### config.mk
export PLATFORM = sky130hd
export DESIGN_NAME = ppr_remap_out
export DESIGN_NICKNAME = d
export VERILOG_FILES = /design/src/ppr_pkg.sv /design/src/ppr_func_select.sv /design/src/ppr_remap_out.sv
export SDC_FILE = /design/constraint.sdc
export NUM_CORES = 1
export LEC_CHECK = 0
export ABC_AREA = 1
export BUFFER_PORTS_ARGS = -buffer_cell sky130_fd_sc_hd__buf_2
export CAP_MARGIN = 20
export CORE_MARGIN = 5
export CORE_UTILIZATION = 50
export CTS_BUF_LIST = sky130_fd_sc_hd__clkbuf_16
export CTS_CLUSTER_DIAMETER = 50
export DETAILED_ROUTE_END_ITERATION = 12
export PLACE_DENSITY = 0.8
export SLEW_MARGIN = 40
export SYNTH_ARGS = -nofsm -noshare
export SYNTH_HDL_FRONTEND = slang
export SYNTH_SLANG_ARGS = --single-unit
export TNS_END_PERCENT = 20
### constraint.sdc
create_clock -name i_ref_clk -period 3.3 [get_ports i_ref_clk]
set_input_delay 0 -clock i_ref_clk [delete_from_list [all_inputs] [get_ports i_ref_clk]]
set_output_delay 0 -clock i_ref_clk [all_outputs]
set_load 0.005 [all_outputs]
### src/ppr_pkg.sv
// package for the peripheral output pin remap block: register map, fields, reset values
// assumes a single 40 MHz clock domain and an AHB-Lite register bus with 32-bit data
package ppr_pkg;
	// register byte offsets
	localparam logic [7:0] PPR_OFS_PAIR_14 = 8'h00;
	localparam logic [7:0] PPR_OFS_PAIR_15 = 8'h04;
	localparam logic [7:0] PPR_OFS_ALT_SEL = 8'h08;
	// field layout of an output remap register
	localparam int PPR_FUNC_W = 6;
	localparam int PPR_LO_FIELD_LSB = 0;
	localparam int PPR_HI_FIELD_LSB = 8;
	// alternate clock pin select bit
	localparam int PPR_ALT_FORCE_BIT = 0;
	// reset values
	localparam logic [5:0] PPR_FUNC_RST = 6'h00;
	localparam logic PPR_FORCE_RST = 1'b0;
	// function number that means no peripheral is connected
	localparam logic [5:0] PPR_FUNC_NONE = 6'h00;
	// function number of the first spi clock output
	localparam logic [5:0] PPR_SPI1_CLK_FUNC = 6'h08;
	// remappable pins handled here: 28, 29, 30, 31
	localparam int PPR_NUM_PINS = 4;
	localparam int PPR_PIN28 = 0;
	localparam int PPR_PIN29 = 1;
	localparam int PPR_PIN30 = 2;
	localparam int PPR_PIN31 = 3;
	// ahb transfer type and response
	localparam logic [1:0] PPR_HTRANS_NONSEQ = 2'h2;
	localparam logic PPR_HRESP_OKAY = 1'b0;
endpackage

### src/ppr_func_select.sv
// one remappable pin: picks the peripheral output named by a function number
// assumes function outputs arrive as a flat vector indexed by function number
module ppr_func_select #(
	parameter int NUM_FUNC = 64
) (
	input wire logic [ppr_pkg::PPR_FUNC_W-1:0] i_func_sel,
	input wire logic [NUM_FUNC-1:0] i_periph_out,
	input wire logic i_block_spi_clk,
	output logic o_pin_value,
	output logic o_pin_enable
);
	import ppr_pkg::*;

	// function zero drives nothing; a blocked spi clock is dropped as if unmapped
	always_comb begin
		o_pin_value = 1'b0;
		o_pin_enable = 1'b0;
		if (i_func_sel != PPR_FUNC_NONE && 32'(i_func_sel) < NUM_FUNC &&
				!(i_block_spi_clk && i_func_sel == PPR_SPI1_CLK_FUNC)) begin
			o_pin_value = i_periph_out[i_func_sel];
			o_pin_enable = 1'b1;
		end
	end
endmodule

### src/ppr_remap_out.sv
// peripheral output pin remap for pins 28 to 31 with an ahb-lite register slave
// assumes one clock, synchronous peripheral outputs and one bus master
//
// Operation
// - pin 29 carries the function chosen by bits 13..8 of remap pair 14.
// - pin 28 carries the function chosen by bits 5..0 of remap pair 14.
// - pin 31 carries the function chosen by bits 13..8 of remap pair 15.
// - pin 30 carries the function chosen by bits 5..0 of remap pair 15.
// - on 64- and 80-pin variants the pin 31 field is absent, reads zero.
// - unused bits of alternate select and remap registers always read zero.
// - alternate select bit set: spi1 clock goes to dedicated pin only.
// - alternate select bit clear: spi1 clock goes only where remap fields select.
module ppr_remap_out #(
	parameter int NUM_FUNC = 64,
	parameter bit PIN31_PRESENT = 1'b1
) (
	input wire logic i_ref_clk,
	input wire logic i_reset,
	input wire logic i_hsel,
	input wire logic [31:0] i_haddr,
	input wire logic [1:0] i_htrans,
	input wire logic i_hwrite,
	input wire logic [2:0] i_hsize,
	input wire logic [31:0] i_hwdata,
	input wire logic i_hready,
	output logic [31:0] o_hrdata,
	output logic o_hreadyout,
	output logic o_hresp,
	input wire logic [NUM_FUNC-1:0] i_periph_out,
	output logic [ppr_pkg::PPR_NUM_PINS-1:0] o_pin_out,
	output logic [ppr_pkg::PPR_NUM_PINS-1:0] o_pin_oe,
	output logic o_dedicated_spi1_clock_pin,
	output logic o_dedicated_spi1_clock_pin_oe
);
	import ppr_pkg::*;

	logic ph_wr_q, ph_wr_d;
	logic ph_rd_q, ph_rd_d;
	logic [7:0] ph_addr_q, ph_addr_d;
	logic [PPR_FUNC_W-1:0] func_q [PPR_NUM_PINS];
	logic [PPR_FUNC_W-1:0] func_d [PPR_NUM_PINS];
	logic spi1_clock_alt_pin_force_q, spi1_clock_alt_pin_force_d;
	logic [15:0] pin_remap_out_pair_14, pin_remap_out_pair_15, alternate_clock_pin_select;
	logic [PPR_NUM_PINS-1:0] sel_value, sel_enable;
	logic [PPR_NUM_PINS-1:0] pin_out_q, pin_out_d, pin_oe_q, pin_oe_d;
	logic alt_out_q, alt_out_d, alt_oe_q, alt_oe_d;
	logic addr_take;
	logic [31:0] hrdata_q, hrdata_d;

	// zero wait states, so the slave is always ready and always answers okay
	assign o_hreadyout = 1'b1;
	assign o_hresp = PPR_HRESP_OKAY;
	assign addr_take = i_hsel && i_hready && i_htrans[1];

	// address phase capture; sequential htrans is treated like nonseq
	always_comb begin
		ph_wr_d = addr_take && i_hwrite;
		ph_rd_d = addr_take && !i_hwrite;
		ph_addr_d = addr_take ? i_haddr[7:0] : ph_addr_q;
	end

	always_ff @(posedge i_ref_clk or posedge i_reset) begin
		if (i_reset) begin
			ph_wr_q <= 1'b0;
			ph_rd_q <= 1'b0;
			ph_addr_q <= 8'h00;
		end else begin
			ph_wr_q <= ph_wr_d;
			ph_rd_q <= ph_rd_d;
			ph_addr_q <= ph_addr_d;
		end
	end

	// register writes land at the end of the data phase; unmapped writes are dropped
	always_comb begin
		for (int k = 0; k < PPR_NUM_PINS; k++) begin
			func_d[k] = func_q[k];
		end
		spi1_clock_alt_pin_force_d = spi1_clock_alt_pin_force_q;
		if (ph_wr_q) begin
			case (ph_addr_q)
				PPR_OFS_PAIR_14: begin
					func_d[PPR_PIN28] = i_hwdata[PPR_LO_FIELD_LSB +: PPR_FUNC_W];
					func_d[PPR_PIN29] = i_hwdata[PPR_HI_FIELD_LSB +: PPR_FUNC_W];
				end
				PPR_OFS_PAIR_15: begin
					func_d[PPR_PIN30] = i_hwdata[PPR_LO_FIELD_LSB +: PPR_FUNC_W];
					// the smaller packages have no pin 31, so its field never stores
					if (PIN31_PRESENT) begin
						func_d[PPR_PIN31] = i_hwdata[PPR_HI_FIELD_LSB +: PPR_FUNC_W];
					end
				end
				PPR_OFS_ALT_SEL: begin
					spi1_clock_alt_pin_force_d = i_hwdata[PPR_ALT_FORCE_BIT];
				end
				default: begin
				end
			endcase
		end
	end

	// mapping state clears to no function and no forcing
	always_ff @(posedge i_ref_clk or posedge i_reset) begin
		if (i_reset) begin
			for (int k = 0; k < PPR_NUM_PINS; k++) begin
				func_q[k] <= PPR_FUNC_RST;
			end
			spi1_clock_alt_pin_force_q <= PPR_FORCE_RST;
		end else begin
			for (int k = 0; k < PPR_NUM_PINS; k++) begin
				func_q[k] <= func_d[k];
			end
			spi1_clock_alt_pin_force_q <= spi1_clock_alt_pin_force_d;
		end
	end

	// read views of the next state, so a read right behind a write sees the new value
	assign pin_remap_out_pair_14 = {2'b00, func_d[PPR_PIN29], 2'b00, func_d[PPR_PIN28]};
	assign pin_remap_out_pair_15 = {2'b00, func_d[PPR_PIN31], 2'b00, func_d[PPR_PIN30]};
	assign alternate_clock_pin_select = {15'h0, spi1_clock_alt_pin_force_d};

	// read data is caught at the address phase and stands through the data phase only;
	// flopping it costs no wait state and keeps the bus output free of decode glitches
	always_comb begin
		hrdata_d = 32'h00000000;
		if (addr_take && !i_hwrite) begin
			case (i_haddr[7:0])
				PPR_OFS_PAIR_14: hrdata_d = {16'h0000, pin_remap_out_pair_14};
				PPR_OFS_PAIR_15: hrdata_d = {16'h0000, pin_remap_out_pair_15};
				PPR_OFS_ALT_SEL: hrdata_d = {16'h0000, alternate_clock_pin_select};
				default: hrdata_d = 32'h00000000;
			endcase
		end
	end

	always_ff @(posedge i_ref_clk or posedge i_reset) begin
		if (i_reset) begin
			hrdata_q <= 32'h00000000;
		end else begin
			hrdata_q <= hrdata_d;
		end
	end

	assign o_hrdata = hrdata_q;

	// one selector per pin; forcing blocks the spi1 clock from every remapped pin
	genvar g;
	generate
		for (g = 0; g < PPR_NUM_PINS; g++) begin : g_pin
			ppr_func_select #(
				.NUM_FUNC(NUM_FUNC)
			) u_sel (
				.i_func_sel(func_q[g]),
				.i_periph_out(i_periph_out),
				.i_block_spi_clk(spi1_clock_alt_pin_force_q),
				.o_pin_value(sel_value[g]),
				.o_pin_enable(sel_enable[g])
			);
		end
	endgenerate

	// pin drive and dedicated clock pin, registered to keep pin timing clean
	always_comb begin
		pin_out_d = sel_value;
		pin_oe_d = sel_enable;
		alt_out_d = spi1_clock_alt_pin_force_q && i_periph_out[PPR_SPI1_CLK_FUNC];
		alt_oe_d = spi1_clock_alt_pin_force_q;
	end

	always_ff @(posedge i_ref_clk or posedge i_reset) begin
		if (i_reset) begin
			pin_out_q <= '0;
			pin_oe_q <= '0;
			alt_out_q <= 1'b0;
			alt_oe_q <= 1'b0;
		end else begin
			pin_out_q <= pin_out_d;
			pin_oe_q <= pin_oe_d;
			alt_out_q <= alt_out_d;
			alt_oe_q <= alt_oe_d;
		end
	end

	assign o_pin_out = pin_out_q;
	assign o_pin_oe = pin_oe_q;
	assign o_dedicated_spi1_clock_pin = alt_out_q;
	assign o_dedicated_spi1_clock_pin_oe = alt_oe_q;

	// checks on routing, register contents and reset
	pin29_route_a: assert property (@(posedge i_ref_clk) disable iff (i_reset)
		(func_q[PPR_PIN29] != PPR_FUNC_NONE && func_q[PPR_PIN29] != PPR_SPI1_CLK_FUNC)
		|=> (o_pin_oe[PPR_PIN29] && o_pin_out[PPR_PIN29] == $past(i_periph_out[func_q[PPR_PIN29]])))
		else $error("pin 29 does not follow its function number");

	pin28_write_a: assert property (@(posedge i_ref_clk) disable iff (i_reset)
		(ph_wr_q && ph_addr_q == PPR_OFS_PAIR_14 && i_hwdata[5:0] != PPR_FUNC_NONE
			&& i_hwdata[5:0] != PPR_SPI1_CLK_FUNC)
		|=> ##1 (o_pin_oe[PPR_PIN28] || func_q[PPR_PIN28] != $past(i_hwdata[5:0], 2)))
		else $error("pin 28 not driven two cycles after its field was written");

	pin31_route_a: assert property (@(posedge i_ref_clk) disable iff (i_reset)
		(func_q[PPR_PIN31] != PPR_FUNC_NONE && func_q[PPR_PIN31] != PPR_SPI1_CLK_FUNC)
		|=> (o_pin_oe[PPR_PIN31] && o_pin_out[PPR_PIN31] == $past(i_periph_out[func_q[PPR_PIN31]])))
		else $error("pin 31 does not follow its function number");

	pin30_route_a: assert property (@(posedge i_ref_clk) disable iff (i_reset)
		(func_q[PPR_PIN30] != PPR_FUNC_NONE && func_q[PPR_PIN30] != PPR_SPI1_CLK_FUNC)
		|=> (o_pin_oe[PPR_PIN30] && o_pin_out[PPR_PIN30] == $past(i_periph_out[func_q[PPR_PIN30]])))
		else $error("pin 30 does not follow its function number");

	pin31_absent_a: assert property (@(posedge i_ref_clk) disable iff (i_reset)
		!PIN31_PRESENT |-> (func_q[PPR_PIN31] == PPR_FUNC_NONE && !o_pin_oe[PPR_PIN31]))
		else $error("pin 31 field holds a value in a package without pin 31");

	reserved_zero_a: assert property (@(posedge i_ref_clk) disable iff (i_reset)
		ph_rd_q |-> (o_hrdata[31:16] == 16'h0000 && o_hrdata[15:14] == 2'b00 && o_hrdata[7:6] == 2'b00
			&& (ph_addr_q != PPR_OFS_ALT_SEL || o_hrdata[15:1] == 15'h0)))
		else $error("unimplemented register bits read as nonzero");

	alt_clk_force_a: assert property (@(posedge i_ref_clk) disable iff (i_reset)
		spi1_clock_alt_pin_force_q [*2] |-> (o_dedicated_spi1_clock_pin_oe
			&& o_dedicated_spi1_clock_pin == $past(i_periph_out[PPR_SPI1_CLK_FUNC])
			&& !(o_pin_oe[PPR_PIN28] && $past(func_q[PPR_PIN28]) == PPR_SPI1_CLK_FUNC)))
		else $error("forced spi1 clock not on the dedicated pin only");

	remap_clk_a: assert property (@(posedge i_ref_clk) disable iff (i_reset)
		(!spi1_clock_alt_pin_force_q && func_q[PPR_PIN30] == PPR_SPI1_CLK_FUNC)
		|=> (!o_dedicated_spi1_clock_pin_oe && o_pin_oe[PPR_PIN30]
			&& o_pin_out[PPR_PIN30] == $past(i_periph_out[PPR_SPI1_CLK_FUNC])))
		else $error("unforced spi1 clock not routed by the remap field");

	reset_clear_a: assert property (@(posedge i_ref_clk)
		$past(i_reset) |-> (func_q[PPR_PIN28] == PPR_FUNC_RST && func_q[PPR_PIN29] == PPR_FUNC_RST
			&& func_q[PPR_PIN30] == PPR_FUNC_RST && !spi1_clock_alt_pin_force_q && o_pin_oe == '0))
		else $error("mapping state not clear after reset");

	func_none_a: assert property (@(posedge i_ref_clk) disable iff (i_reset)
		(func_q[PPR_PIN30] == PPR_FUNC_NONE) |=> !o_pin_oe[PPR_PIN30])
		else $error("function zero drove pin 30");

	pin29_none_a: assert property (@(posedge i_ref_clk) disable iff (i_reset)
		(func_q[PPR_PIN29] == PPR_FUNC_NONE) |=> !o_pin_oe[PPR_PIN29])
		else $error("function zero drove pin 29");

	pin28_none_a: assert property (@(posedge i_ref_clk) disable iff (i_reset)
		(func_q[PPR_PIN28] == PPR_FUNC_NONE) |=> !o_pin_oe[PPR_PIN28])
		else $error("function zero drove pin 28");

	pin28_route_a: assert property (@(posedge i_ref_clk) disable iff (i_reset)
		(func_q[PPR_PIN28] != PPR_FUNC_NONE && func_q[PPR_PIN28] != PPR_SPI1_CLK_FUNC)
		|=> (o_pin_oe[PPR_PIN28] && o_pin_out[PPR_PIN28] == $past(i_periph_out[func_q[PPR_PIN28]])))
		else $error("pin 28 does not follow its function number");

	// stores: each field takes the data-phase word at the edge that closes the write
	pin29_store_a: assert property (@(posedge i_ref_clk) disable iff (i_reset)
		(ph_wr_q && ph_addr_q == PPR_OFS_PAIR_14)
		|=> func_q[PPR_PIN29] == $past(i_hwdata[PPR_HI_FIELD_LSB +: PPR_FUNC_W]))
		else $error("pin 29 field did not take the written value");

	pin28_store_a: assert property (@(posedge i_ref_clk) disable iff (i_reset)
		(ph_wr_q && ph_addr_q == PPR_OFS_PAIR_14)
		|=> func_q[PPR_PIN28] == $past(i_hwdata[PPR_LO_FIELD_LSB +: PPR_FUNC_W]))
		else $error("pin 28 field did not take the written value");

	pin31_store_a: assert property (@(posedge i_ref_clk) disable iff (i_reset)
		(PIN31_PRESENT && ph_wr_q && ph_addr_q == PPR_OFS_PAIR_15)
		|=> func_q[PPR_PIN31] == $past(i_hwdata[PPR_HI_FIELD_LSB +: PPR_FUNC_W]))
		else $error("pin 31 field did not take the written value");

	pin30_store_a: assert property (@(posedge i_ref_clk) disable iff (i_reset)
		(ph_wr_q && ph_addr_q == PPR_OFS_PAIR_15)
		|=> func_q[PPR_PIN30] == $past(i_hwdata[PPR_LO_FIELD_LSB +: PPR_FUNC_W]))
		else $error("pin 30 field did not take the written value");

	alt_store_a: assert property (@(posedge i_ref_clk) disable iff (i_reset)
		(ph_wr_q && ph_addr_q == PPR_OFS_ALT_SEL)
		|=> spi1_clock_alt_pin_force_q == $past(i_hwdata[PPR_ALT_FORCE_BIT]))
		else $error("alternate select bit did not take the written value");

	// reads: the data phase shows the fields as they stand in that cycle
	pair14_read_a: assert property (@(posedge i_ref_clk) disable iff (i_reset)
		(ph_rd_q && ph_addr_q == PPR_OFS_PAIR_14)
		|-> (o_hrdata[13:8] == func_q[PPR_PIN29] && o_hrdata[5:0] == func_q[PPR_PIN28]))
		else $error("remap pair 14 read does not show its fields");

	pair15_read_a: assert property (@(posedge i_ref_clk) disable iff (i_reset)
		(ph_rd_q && ph_addr_q == PPR_OFS_PAIR_15)
		|-> (o_hrdata[13:8] == func_q[PPR_PIN31] && o_hrdata[5:0] == func_q[PPR_PIN30]))
		else $error("remap pair 15 read does not show its fields");

	pin31_read_a: assert property (@(posedge i_ref_clk) disable iff (i_reset)
		(!PIN31_PRESENT && ph_rd_q && ph_addr_q == PPR_OFS_PAIR_15) |-> o_hrdata[13:8] == 6'h00)
		else $error("absent pin 31 field reads nonzero");

	// spi1 clock steering: the dedicated pin is dark unless forced, a forced clock leaves the remap
	alt_idle_a: assert property (@(posedge i_ref_clk) disable iff (i_reset)
		!spi1_clock_alt_pin_force_q |=> (!o_dedicated_spi1_clock_pin_oe && !o_dedicated_spi1_clock_pin))
		else $error("dedicated clock pin driven while not forced");

	force_block_a: assert property (@(posedge i_ref_clk) disable iff (i_reset)
		(spi1_clock_alt_pin_force_q && func_q[PPR_PIN30] == PPR_SPI1_CLK_FUNC)
		|=> (!o_pin_oe[PPR_PIN30] && !o_pin_out[PPR_PIN30]))
		else $error("forced spi1 clock still on remapped pin 30");
endmodule

; After elaboration in Yosys (flattened, before gate mapping)
; Cells that the tools add are included.
; W data, S select, Z words.
[word_totals]
register_bits = 76
input_bits = 138
output_inout_bits = 44
word_cells = 71
[op_classes]
magnitude_cmp = 4
eq_ne = 8
mux = 23
reduce_logical = 24
[ops]
columns = cell, count
row1 = $pmux W14 S3, 1
row2 = $lt A6 B7 Y1 const B, 4
row3 = $bmux W1 S6, 4
row4 = $eq A6 B4 Y1 const B, 4
row5 = $mux W12, 2
row6 = $mux W24, 1
row7 = $reduce_bool A6 Y1, 4
row8 = $eq A8 B3 Y1 const B, 2
row9 = $eq A8 B4 Y1 const B, 2
row10 = $logic_not A8 Y1, 2
row11 = $mux W1, 14
row12 = $mux W14, 1
row13 = $logic_and A1 B1 Y1, 13
row14 = $logic_not A1 Y1, 5

; Longest topological paths before layout
; Gate-level depths: netlist of run 1.
[depth]
word_depth = 5
depth_mapped = 12
depth_no_buf = 11

; Modules after synthesis
; A second synthesis of run 1 with hierarchy kept.
[unflattened]
hier_cells = 989
area_unflattened_um2 = 5780.5
[modules_own_cells]
columns = module, instances, cells_each, area_per_inst_um2, seq_area_each_um2
row1 = ppr_func_select (g_pin[1].u_sel ...), 3, 183, 844.6, 0.0
row2 = ppr_remap_out, 1, 286, 2527.4, 1401.3
row3 = ppr_func_select (g_pin[0].u_sel), 1, 154, 719.4, 0.0

; Worst setup path before layout of run 1
; No wires, ideal clock.
[synth_timing]
path_type = register to register
from = register ph_addr_q[1]
to = register hrdata_q[3], in the netlist o_hrdata[3]
setup_time_ps = 136
arrival_ps = 1401
required_ps = 3164
slack_ps = 1763
path_stages_with_launch = 9
n_path_buf = 1
synth_period_minus_slack_ps = 1537
cell_sequence = dfrtp_1 > or2_4 > nor3_4 > nand2_2 > buf_4 > nor2_1 > a21oi_4 > nand2_1 > a21oi_1
[synth_rtl]
columns = item, line_no
row1 = from (decl), ppr_remap_out.sv:39  ; logic [7:0] ph_addr_q, ph_addr_d;
row2 = from (signal assigned), ppr_remap_out.sv:70  ; ph_addr_q <= ph_addr_d;
row3 = to (signal assigned), ppr_remap_out.sv:140  ; hrdata_q <= hrdata_d;
row4 = to (decl), ppr_remap_out.sv:48  ; logic [31:0] hrdata_q, hrdata_d;

; Worst setup path after layout of run 1
[layout_timing]
from = register func_q[1] (netlist name)
to = register pin_out_q[3], in the netlist o_pin_out[3]
[layout_between]
elab_chain_len = 5
elab_cells_between_ends = 8
classes_between = eq/ne: 1 / mux: 3 / reduce/logical: 4
[layout_lines]
columns = item, line_no
row1 = from (decl), ppr_remap_out.sv:40  ; logic [PPR_FUNC_W-1:0] func_q [PPR_NUM_PINS];
row2 = "from (signal, indexed assignment)", ppr_remap_out.sv:111  ; func_q[k] <= func_d[k];
row3 = branches (longest 4 deep; another with $bmux W1 S6), --
row4 = $mux W1 (*), ppr_func_select.sv:18  ; if (i_func_sel != PPR_FUNC_NONE && 32'(i_func_sel) < NUM_FUNC &&
row5 = net g_pin[3].u_sel.o_pin_value, ppr_func_select.sv:9  ; output logic o_pin_value,
row6 = to (signal assigned), ppr_remap_out.sv:177  ; pin_out_q <= pin_out_d;
row7 = to (decl), ppr_remap_out.sv:45  ; logic [PPR_NUM_PINS-1:0] pin_out_q, pin_out_d, pin_oe_q, pin_oe_d;
; Mark *: on every way through the listed nets, which the timed path passes. The select of a mux whose other input is x is not followed.
; A chain may end at the register's enable or synchronous reset.

==> flow_metrics.env, run 1 <==
export IMPL_status="finished clean"
export IMPL_synth_seq_cells=56
export IMPL_final_common_cell="nand2_1"
export IMPL_clock_sinks=56
export IMPL_port_buffer_count=111
export IMPL_drc_errors=0
export IMPL_numCtsBuffers=5
export IMPL_cap_violations=0
export IMPL_vdd_drop_max_v=0.000473
export IMPL_final_cell_mix="361 x nand2_1, 165 x nand3_1, 111 x buf_2"
export IMPL_grt_max_degree=44
export IMPL_synth_cell_area_um2=5210
export IMPL_cts_htree_levels=2
export IMPL_post_dp_hpwl_mm=13.2
export IMPL_fin_skew_ns=0.00688
export IMPL_min_path_type="input pin to flop"
export IMPL_placeableCoreArea_um2=10200
export IMPL_fin_setup_tns_ns=0
export IMPL_fmax_mhz=463
export IMPL_io_pins=182
export IMPL_grt_usage_pct=28.7
export IMPL_reg2reg_slack_ns=1.14
export IMPL_drv_slew=0
export IMPL_gp_congestion=0.972
export IMPL_r2r_end="o_pin_out[3]$_DFF_PP0_"
export IMPL_fin_util_pct=59.1
export IMPL_finalPower_mw=3.13
export IMPL_dr_pass1_iters=7
export IMPL_seq_area_frac_synth_pct=26.9
export IMPL_dp_slack_ns=1.14
export IMPL_min_from="i_hwdata[8]"
export IMPL_synth_area_mux_share_pct=0
export IMPL_cts_tree="built"
export IMPL_setup_viol=0
export IMPL_grt_antenna_before_repair=0
export IMPL_wl_per_cell_um=16.3
export IMPL_ant_nets=0
export IMPL_clkTransAtPathRegs_ns=0.08
export IMPL_setup_ws_ns=1.14
export IMPL_clock_path_buffers=2
export IMPL_drive_above_1_share_pct=15.1
export IMPL_p_per_area_nw_per_um2=518
export IMPL_stdcell_count=1141
export IMPL_worstSetupPathType="flop to flop"
export IMPL_synth_top_cell_area_share_pct=26.9
export IMPL_synth_area_per_cell_um2=5.75
export IMPL_synth_xor_xnor_area_share_pct=0
export IMPL_grt_first_pass_wirelength_mm=29.3
export IMPL_hold_path_depth=3
export IMPL_die_w_um=112
export IMPL_r2r_start="func_q[1]$_DFF_PP0_"
export IMPL_hold_end="func_q[0]$_DFF_PP0_"
export IMPL_detailedRoute_firstIterationViolations=859
export IMPL_root_buffer="clkbuf_16"
export IMPL_place_inst=1117
export IMPL_worstPathRequired_ns=3.44
export IMPL_grt_pass1_vias=5615
export IMPL_viasPerCell=5.44
export IMPL_synth_compound_area_share_pct=11.9
export IMPL_synth_top_family_by_area="simple AND/OR/NAND/NOR gates"
export IMPL_die_area_um2=12600
export IMPL_synth_largest_area_cell="dfrtp_1"
export IMPL_cp_start_kind="flop"
export IMPL_min_period_ns=2.16
export IMPL_start_util_pct=50.9
export IMPL_finalHoldViolCount=0
export IMPL_post_route_period_util_pct=65.4
export IMPL_end_kind="flop"
export IMPL_r2r_cells=10
export IMPL_nNetsFinal=1142
export IMPL_floorplan_rows=37
export IMPL_dieHeight_um=112
export IMPL_relSlewSlack_pct=45.0
export IMPL_ys_warn_count=0
export IMPL_grt_ovfl_total=0
export IMPL_yosys_area_share_simple_pct=46.2
export IMPL_area_growth_pct=15.9
export IMPL_synthCells=907
export IMPL_synthAdderAreaFrac_pct=0
export IMPL_critPathMaxFanout=17
export IMPL_synth_distinct_cells=27
export IMPL_rsz0062_at_grt="no"
export IMPL_cp_data_arrival_time_ns=2.30
export IMPL_fill_cells=1039
export IMPL_vias=6211
export IMPL_worst_pin_slew_ns=0.825
export IMPL_whs_ns=0.0000644
export IMPL_wl_mm=18.6
export IMPL_final_area_um2=6040
export IMPL_p_leak_nw=3.34
export IMPL_synth_area_top_cells="dfrtp_1 27%, nand2_1 26%, nand3_1 16%"
export IMPL_n_antenna_cell=0
export IMPL_place_area_um2=5730
export IMPL_insertion_delay_ns=0.30
## flip-flops by register name, summed over array words and instances, names as in the netlist
name / cells
o_pin_oe: 4
o_dedicated_spi1_clock_pin: 1
o_dedicated_spi1_clock_pin_oe: 1
ph_wr_q: 1
func_q: 24
ph_addr_q: 8
o_hrdata: 12
o_pin_out: 4
alt_oe_d: 1
## critical path, stage by stage (launching register included)
cell and delay (ns):
dfrtp_1 0.86, clkinv_1 0.20, buf_4 0.23, a21oi_1 0.11, o21ai_0 0.09, nand3_1 0.14
nand2_1 0.08, nand2_1 0.06, nand3_1 0.06, nand3_1 0.08, a21oi_1 0.08
## power by group
| part | switching [mW] | total, mW | internal (mW) |
|---|---|---|---|
| combinational | 1.07 | 1.61 | 0.548 |
| sequential | 0.163 | 0.959 | 0.796 |
| clock | 0.269 | 0.557 | 0.288 |
| total | 1.50 | 3.13 | 1.63 |
## routing by layer
layer	wire length, um	up-vias	GRT usage (%)
li1	-	3044	-
met1	7260	2714	37.8
met2	8710	398	47.6
met3	2050	55	4.91
met4	620	0	10.3
met5	0	-	0
## final cells by class
cell class,instances,area (um^2),share of cell area [%]
Clock buffer,5,125,2.07
Clock inverter,3,26.3,0.435
Inverter,96,360,5.96
Multi-Input combinational cell,700,3110,51.4
Sequential cell,56,1400,23.2
Tap cell,136,170,2.82
Timing Repair Buffer,145,851,14.1
## synth_stat cells (all sizes together)
cell type  instances
a2111oi            1
a21oi             45
nand2            362
nand3            165
conb               2
inv               89
nor4               1
clkinv             7
o31ai              1
o211ai            18
nand4              2
o2111ai            2
nor3               6
clkbuf            18
nor2              40
buf               57
or2                1
o21ai             34
dfrtp             56
## how the worst max path moves through the flow
| stage | start | to | slack [ns] |
|---|---|---|---|
| global route | func_q[1]$_DFF_PP0_ | o_pin_out[3]$_DFF_PP0_ | 0.98 |
| global placement | func_q[1]$_DFF_PP0_ | o_pin_out[3]$_DFF_PP0_ | 1.21 |
| finish | func_q[1]$_DFF_PP0_ | o_pin_out[3]$_DFF_PP0_ | 1.14 |
| floorplan | ph_addr_q[1]$_DFFE_PP0P_ | o_hrdata[3]$_DFF_PP0_ | 1.76 |
| detailed placement | func_q[1]$_DFF_PP0_ | o_pin_out[3]$_DFF_PP0_ | 1.14 |
| CTS | func_q[1]$_DFF_PP0_ | o_pin_out[3]$_DFF_PP0_ | 1.13 |
## timing repair
item / CTS / global route
hold buffers: 16 / 0
resized for setup: 0 / 0
endpoints found under the hold margin: 48 / 0
buffers inserted: 0 / 0
## cell families after synthesis
group | after synthesis
AND/OR/NAND/NOR | 577
other | 2
flip-flops | 56
AO/OA/AOI/OAI | 101
buffers and inverters | 171
No activity file was read; power rests on OpenSTA's default activity.
==> run 2, diff against run 1 <==
CORE_UTILIZATION = 47   (was 50)
PLACE_DENSITY = 0.79   (was 0.8)
clock period = 1.8 ns   (was 3.3 ns; I/O delays follow)
==> flow_metrics.env, run 2 (same netlist as run 1, synthesis figures left out) <==
export IMPL_worstSetupPathType="flop to flop"
export IMPL_crit_chain="or2_4, nor2_1, buf_4, nand3_1, nand2_1, nand2_1, a21oi_1"
export IMPL_port_buffer_count=111
export IMPL_cts_tree="built"
export IMPL_start_util_pct=48.1
export IMPL_detailedRoute_firstIterationViolations=643
export IMPL_grt_pass1_vias=5817
export IMPL_slowest_delay_ns=0.38
export IMPL_cts_setup_buffers=0
export IMPL_status="finished clean"
export IMPL_cp_start_kind="flop"
export IMPL_nNetsFinal=1165
export IMPL_r2r_cells=7
export IMPL_post_route_period_util_pct=92.8
export IMPL_end_kind="flop"
export IMPL_r2r_end="o_hrdata[10]$_DFF_PP0_"
export IMPL_place_inst=1143
export IMPL_placeableCoreArea_um2=10800
export IMPL_stdcell_count=1168
export IMPL_cts_htree_levels=2
export IMPL_clock_path_buffers=2
export IMPL_floorplan_rows=38
export IMPL_area_growth_pct=21.5
export IMPL_crit_top_cell="nand2_1"
export IMPL_die_area_um2=13300
export IMPL_fmax_mhz=599
export IMPL_n_antenna_cell=0
export IMPL_wl_mm=19.2
export IMPL_worstPathRequired_ns=2.00
export IMPL_root_buffer="clkbuf_16"
export IMPL_dr_pass1_iters=6
export IMPL_clock_sinks=56
export IMPL_finalHoldViolCount=0
export IMPL_fin_skew_ns=0.00722
export IMPL_grt_max_degree=44
export IMPL_cp_data_arrival_time_ns=1.87
export IMPL_reg2reg_slack_ns=0.13
export IMPL_ant_nets=0
export IMPL_hold_path_depth=3
export IMPL_largest_register_ffs=24
export IMPL_r2r_start="ph_addr_q[1]$_DFFE_PP0P_"
export IMPL_slowest_stage="dfrtp_1"
export IMPL_io_pins=182
export IMPL_top_register="func_q"
export IMPL_drive_above_1_share_pct=17.1
export IMPL_grt_usage_pct=28.9
export IMPL_p_leak_nw=3.49
export IMPL_whs_ns=0.0196
export IMPL_final_cell_mix="360 x nand2_1, 165 x nand3_1, 111 x buf_2"
export IMPL_drc_errors=0
export IMPL_wl_per_cell_um=16.4
export IMPL_final_common_cell="nand2_1"
export IMPL_vdd_drop_max_v=0.000863
export IMPL_die_w_um=115
export IMPL_gp_congestion=1.01
export IMPL_critPathMaxFanout=11
export IMPL_grt_first_pass_wirelength_mm=30.3
export IMPL_grt_ovfl_total=0
export IMPL_cap_violations=0
export IMPL_min_period_ns=1.67
export IMPL_min_path_type="input pin to flop"
export IMPL_post_dp_hpwl_mm=14.2
export IMPL_dieHeight_um=115
export IMPL_numCtsBuffers=5
export IMPL_startpoint="ph_addr_q[1]$_DFFE_PP0P_"
export IMPL_min_from="i_hwdata[9]"
export IMPL_p_per_area_nw_per_um2=950
export IMPL_finalPower_mw=6.02
export IMPL_drv_slew=0
export IMPL_setup_viol=0
export IMPL_vias=6401
export IMPL_hold_end="func_q[1]$_DFF_PP0_"
export IMPL_clkTransAtPathRegs_ns=0.07
export IMPL_viasPerCell=5.48
export IMPL_insertion_delay_ns=0.30
export IMPL_grt_antenna_before_repair=0
run 2: changes by cell type in the layout (fill, tap and decap cells not counted), sizes merged:
cell,change
buf,+22
dlygate4sd3,+1
run 2: what timing repair did:
item | 4_1_cts | 5_1_grt
hold buffers | 17 | 0
endpoints found under the setup margin | 0 | 12
gates resized for setup | 0 | 4
endpoints found under the hold margin | 37 | 0
run 2: cell type report:
cell class / instances / area, um^2
Timing Repair Buffer: 168 / 1130
Sequential cell: 56 / 1400
Clock buffer: 5 / 125
Multi-Input combinational cell: 700 / 3120
Clock inverter: 3 / 26.3
Inverter: 96 / 360
Fill cell: 1043 / 4510
Tap cell: 140 / 175
run 2: layer usage:
metal  GRT usage, %  part of all wire, %
met5              0                    0
met4           14.4                  4.8
met3           5.16                   11
met2           46.0                   45
met1           37.6                   39
run 2: metrics by stage:
step	utilization, %	TNS (ns)	setup WS (ns)	instance area, um^2
final	58.4	0	0.130	6330
after floorplan	-	0	0.263	5290
after detailed placement	55.4	0	0.0677	6000
after global placement	55.4	0	0.149	6000
after CTS	58.3	0	0.0284	6320
after global routing	58.4	-0.0179	-0.0179	6330
run 2: worst max path at each step:
| stage | endpoint | slack [ns] | depth (start not counted) |
|---|---|---|---|
| 6_report | o_hrdata[10]$_DFF_PP0_ | 0.13 | 7 |
| 5_1_grt | o_hrdata[10]$_DFF_PP0_ | -0.02 | 8 |
| 4_1_cts | o_hrdata[0]$_DFF_PP0_ | 0.03 | 9 |
| 3_5_place_dp | o_hrdata[0]$_DFF_PP0_ | 0.07 | 10 |
| 3_3_place_gp | o_hrdata[0]$_DFF_PP0_ | 0.15 | 10 |
| 2_1_floorplan | o_hrdata[3]$_DFF_PP0_ | 0.26 | 8 |
run 2: worst max-delay path, delay by kind of cell, from the launching register on:
kind	cells	cell delay (ns)
AOI/OAI and AO/OA	1	0.21
and+or+nand+nor	5	0.75
DFF	1	0.38
buffers and inverters	1	0.24
run 2: power breakdown:
part | total (mW) | switching (mW) | internal [mW]
logic | 3.36 | 2.14 | 1.22
registers | 1.65 | 0.192 | 1.46
clock network | 1.00 | 0.475 | 0.526
==> run 3, diff against run 2 <==
ABC_AREA = default   (was 1)
CORE_UTILIZATION = 46   (was 47)
PLACE_DENSITY = 0.78   (was 0.79)
==> flow_metrics.env, run 3 <==
export IMPL_stdcell_count=695
export IMPL_worstSetupPathType="flop to flop"
export IMPL_fill_cells=821
export IMPL_drt_met1_wl_mm=5.67
export IMPL_grt_first_pass_wirelength_mm=23.7
export IMPL_grt_usage_pct=23.6
export IMPL_cp_data_arrival_time_ns=2.02
export IMPL_vdd_drop_max_v=0.000380
export IMPL_grt_max_degree=37
export IMPL_p_leak_nw=2.70
export IMPL_routed_top_layer="met4"
export IMPL_final_cell_mix="112 x buf_2, 54 x dfrtp_1, 42 x mux4_2"
export IMPL_cap_violations=0
export IMPL_synth_distinct_cells=48
export IMPL_largest_register_ffs=24
export IMPL_grt_ovfl_total=0
export IMPL_floorplan_rows=37
export IMPL_drive_above_1_share_pct=49.2
export IMPL_cts_tree="built"
export IMPL_clock_sinks=56
export IMPL_synth_ff_type="dfrtp_1"
export IMPL_critPathMaxFanout=8
export IMPL_final_common_cell="buf_2"
export IMPL_fin_skew_ns=0.00598
export IMPL_dr_pass1_iters=5
export IMPL_synth_area_top_cells="dfrtp_1 29%, mux4_2 18%, mux2_2 10%"
export IMPL_worst_pin_slew_ns=0.545
export IMPL_routed_wl_met2_mm=7.31
export IMPL_ys_warn_count=0
export IMPL_setup_worst_path_end="o_pin_out[3]$_DFF_PP0_"
export IMPL_insertion_delay_ns=0.29
export IMPL_detailedRoute_firstIterationViolations=371
export IMPL_r2r_cells=6
export IMPL_grt_pass1_vias=4430
export IMPL_violations="negative setup slack"
export IMPL_reg2reg_slack_ns=-0.05
export IMPL_p_per_area_nw_per_um2=585
export IMPL_place_area_um2=5670
export IMPL_multi_input_area_um2=3300
export IMPL_n_antenna_cell=0
export IMPL_wl_per_cell_um=21.9
export IMPL_die_w_um=113
export IMPL_yosys_cell_count_top_type="dfrtp_1"
export IMPL_top_register="func_q"
export IMPL_dieHeight_um=113
export IMPL_cts_htree_levels=2
export IMPL_clkTransAtPathRegs_ns=0.07
export IMPL_post_route_period_util_pct=103
export IMPL_hold_path_depth=2
export IMPL_drv_slew=0
export IMPL_synth_edf_count=0
export IMPL_area_growth_pct=29.9
export IMPL_port_buffer_count=111
export IMPL_root_buffer="clkbuf_16"
export IMPL_clock_path_buffers=2
export IMPL_relSlewSlack_pct=63.7
export IMPL_nNetsFinal=697
export IMPL_vias=4251
export IMPL_synth_cell_area_um2=4850
export IMPL_drc_errors=0
export IMPL_setup_ws_ns=-0.0521
export IMPL_synth_commonest_cells="56 x dfrtp_1, 44 x mux2_2, 39 x mux4_2, 33 x nand2b_1, 27 x buf_4"
export IMPL_fmax_mhz=540
export IMPL_synth_top_cell_area_share_pct=28.9
export IMPL_viasPerCell=6.12
export IMPL_synth_largest_area_cell="dfrtp_1"
export IMPL_r2r_start="func_q[0]$_DFF_PP0_"
export IMPL_status="finished with violations"
export IMPL_ff_latch_area_um2=1400
export IMPL_placeableCoreArea_um2=10300
export IMPL_synth_seq_cells=56
export IMPL_setup_viol=8
export IMPL_die_area_um2=12700
export IMPL_start_util_pct=47.0
export IMPL_startpoint="func_q[0]$_DFF_PP0_"
export IMPL_finalHoldViolCount=0
export IMPL_seq_area_frac_synth_pct=28.9
export IMPL_worstPathRequired_ns=1.97
export IMPL_wl_met3_mm=1.86
export IMPL_cp_start_kind="flop"
export IMPL_ant_nets=0
export IMPL_grt_antenna_before_repair=0
export IMPL_io_pins=182
export IMPL_min_period_ns=1.85
export IMPL_post_dp_hpwl_mm=11.6
export IMPL_r2r_end="o_pin_out[3]$_DFF_PP0_"
export IMPL_dp_slack_ns=-0.0897
export IMPL_gp_congestion=1.05
export IMPL_end_kind="flop"
export IMPL_final_area_um2=6300
export IMPL_async_flop_share_pct=100
export IMPL_wl_mm=15.2
export IMPL_synth_area_per_cell_um2=11.9
export IMPL_numCtsBuffers=5
export IMPL_place_inst=657
export IMPL_synthCells=407
export IMPL_rsz0062_at_grt="yes"
export IMPL_min_path_type="input pin to flop"
[run 3: cell types whose count changed after synthesis, sizes merged, moves of 27 or more]
cell    delta
inv       -79
a21oi     -37
nand3    -157
o21ai     -29
nor2      -27
nand2b    +33
nand2    -350
mux4      +54
mux2      +45
[run 3: metal layers]
metal | global-route usage, % | vias up
met5 | 0 | -
met4 | 5.93 | 0
met3 | 7.33 | 37
met2 | 39.4 | 296
met1 | 30.1 | 2073
li1 | - | 1845
[run 3: worst min-delay path by stage]
stage                     from  slack, ns                  endpoint
floorplan             i_hwrite       0.11         ph_wr_q$_DFF_PP0_
global placement       i_reset       0.03     o_hrdata[3]$_DFF_PP0_
detailed placement     i_reset       0.04     o_hrdata[3]$_DFF_PP0_
CTS                 i_haddr[3]     0.0007  ph_addr_q[3]$_DFFE_PP0P_
global route        i_haddr[2]       0.02  ph_addr_q[2]$_DFFE_PP0P_
finish              i_haddr[3]      0.003  ph_addr_q[3]$_DFFE_PP0P_
[run 3: cells by family after synthesis]
family	count (synthesis)	share of synthesized area (%)
mux	121	41.3
simple gates	100	12.2
compound gates	66	9.57
buf+inv	62	7.92
flops	56	28.9
other cells	2	0.155
[run 3: stage by stage]
stage          hold WS, ns  total power [mW]  util (%)  setup TNS, ns
4_1_cts           0.000743              3.65      59.4         -0.189
5_1_grt             0.0207              3.88      61.0         -0.654
6_report           0.00297              3.69      61.0         -0.149
3_3_place_gp        0.0350              2.60      55.0        -0.0937
2_1_floorplan        0.106              2.22         -              0
3_5_place_dp        0.0426              2.63      55.0         -0.398
[run 3: power breakdown]
group,internal [mW],leakage (nW),switching [mW],total (mW)
combinational,0.706,1.92,0.562,1.27
clock,0.502,0.0709,0.430,0.932
sequential,1.37,0.708,0.121,1.49
total,2.57,2.70,1.11,3.69
[run 3: layout make-up]
cell class / count / area share (%)
Clock buffer: 5 / 1.99
Timing Repair Buffer: 177 / 20.0
Clock inverter: 2 / 0.139
Inverter: 10 / 0.596
Multi-Input combinational cell: 309 / 52.3
Tap cell: 136 / 2.70
Sequential cell: 56 / 22.3
[run 3: what timing repair did]
action | 4_1_cts | 5_1_grt
pin swaps | 7 | 10
buffers inserted | 4 | 5
hold buffers | 20 | 0
hold endpoints to repair | 52 | 0
setup endpoints to repair | 15 | 16
resized for setup | 25 | 27
cloned | 1 | 1
[run 3: critical path, cell delays in order (launching register included)]
cell and delay, ns:
dfrtp_2 0.42, buf_12 0.14, mux4_2 0.51, mux2i_2 0.21, mux2i_1 0.12, a221oi_2 0.27, a31oi_1 0.06
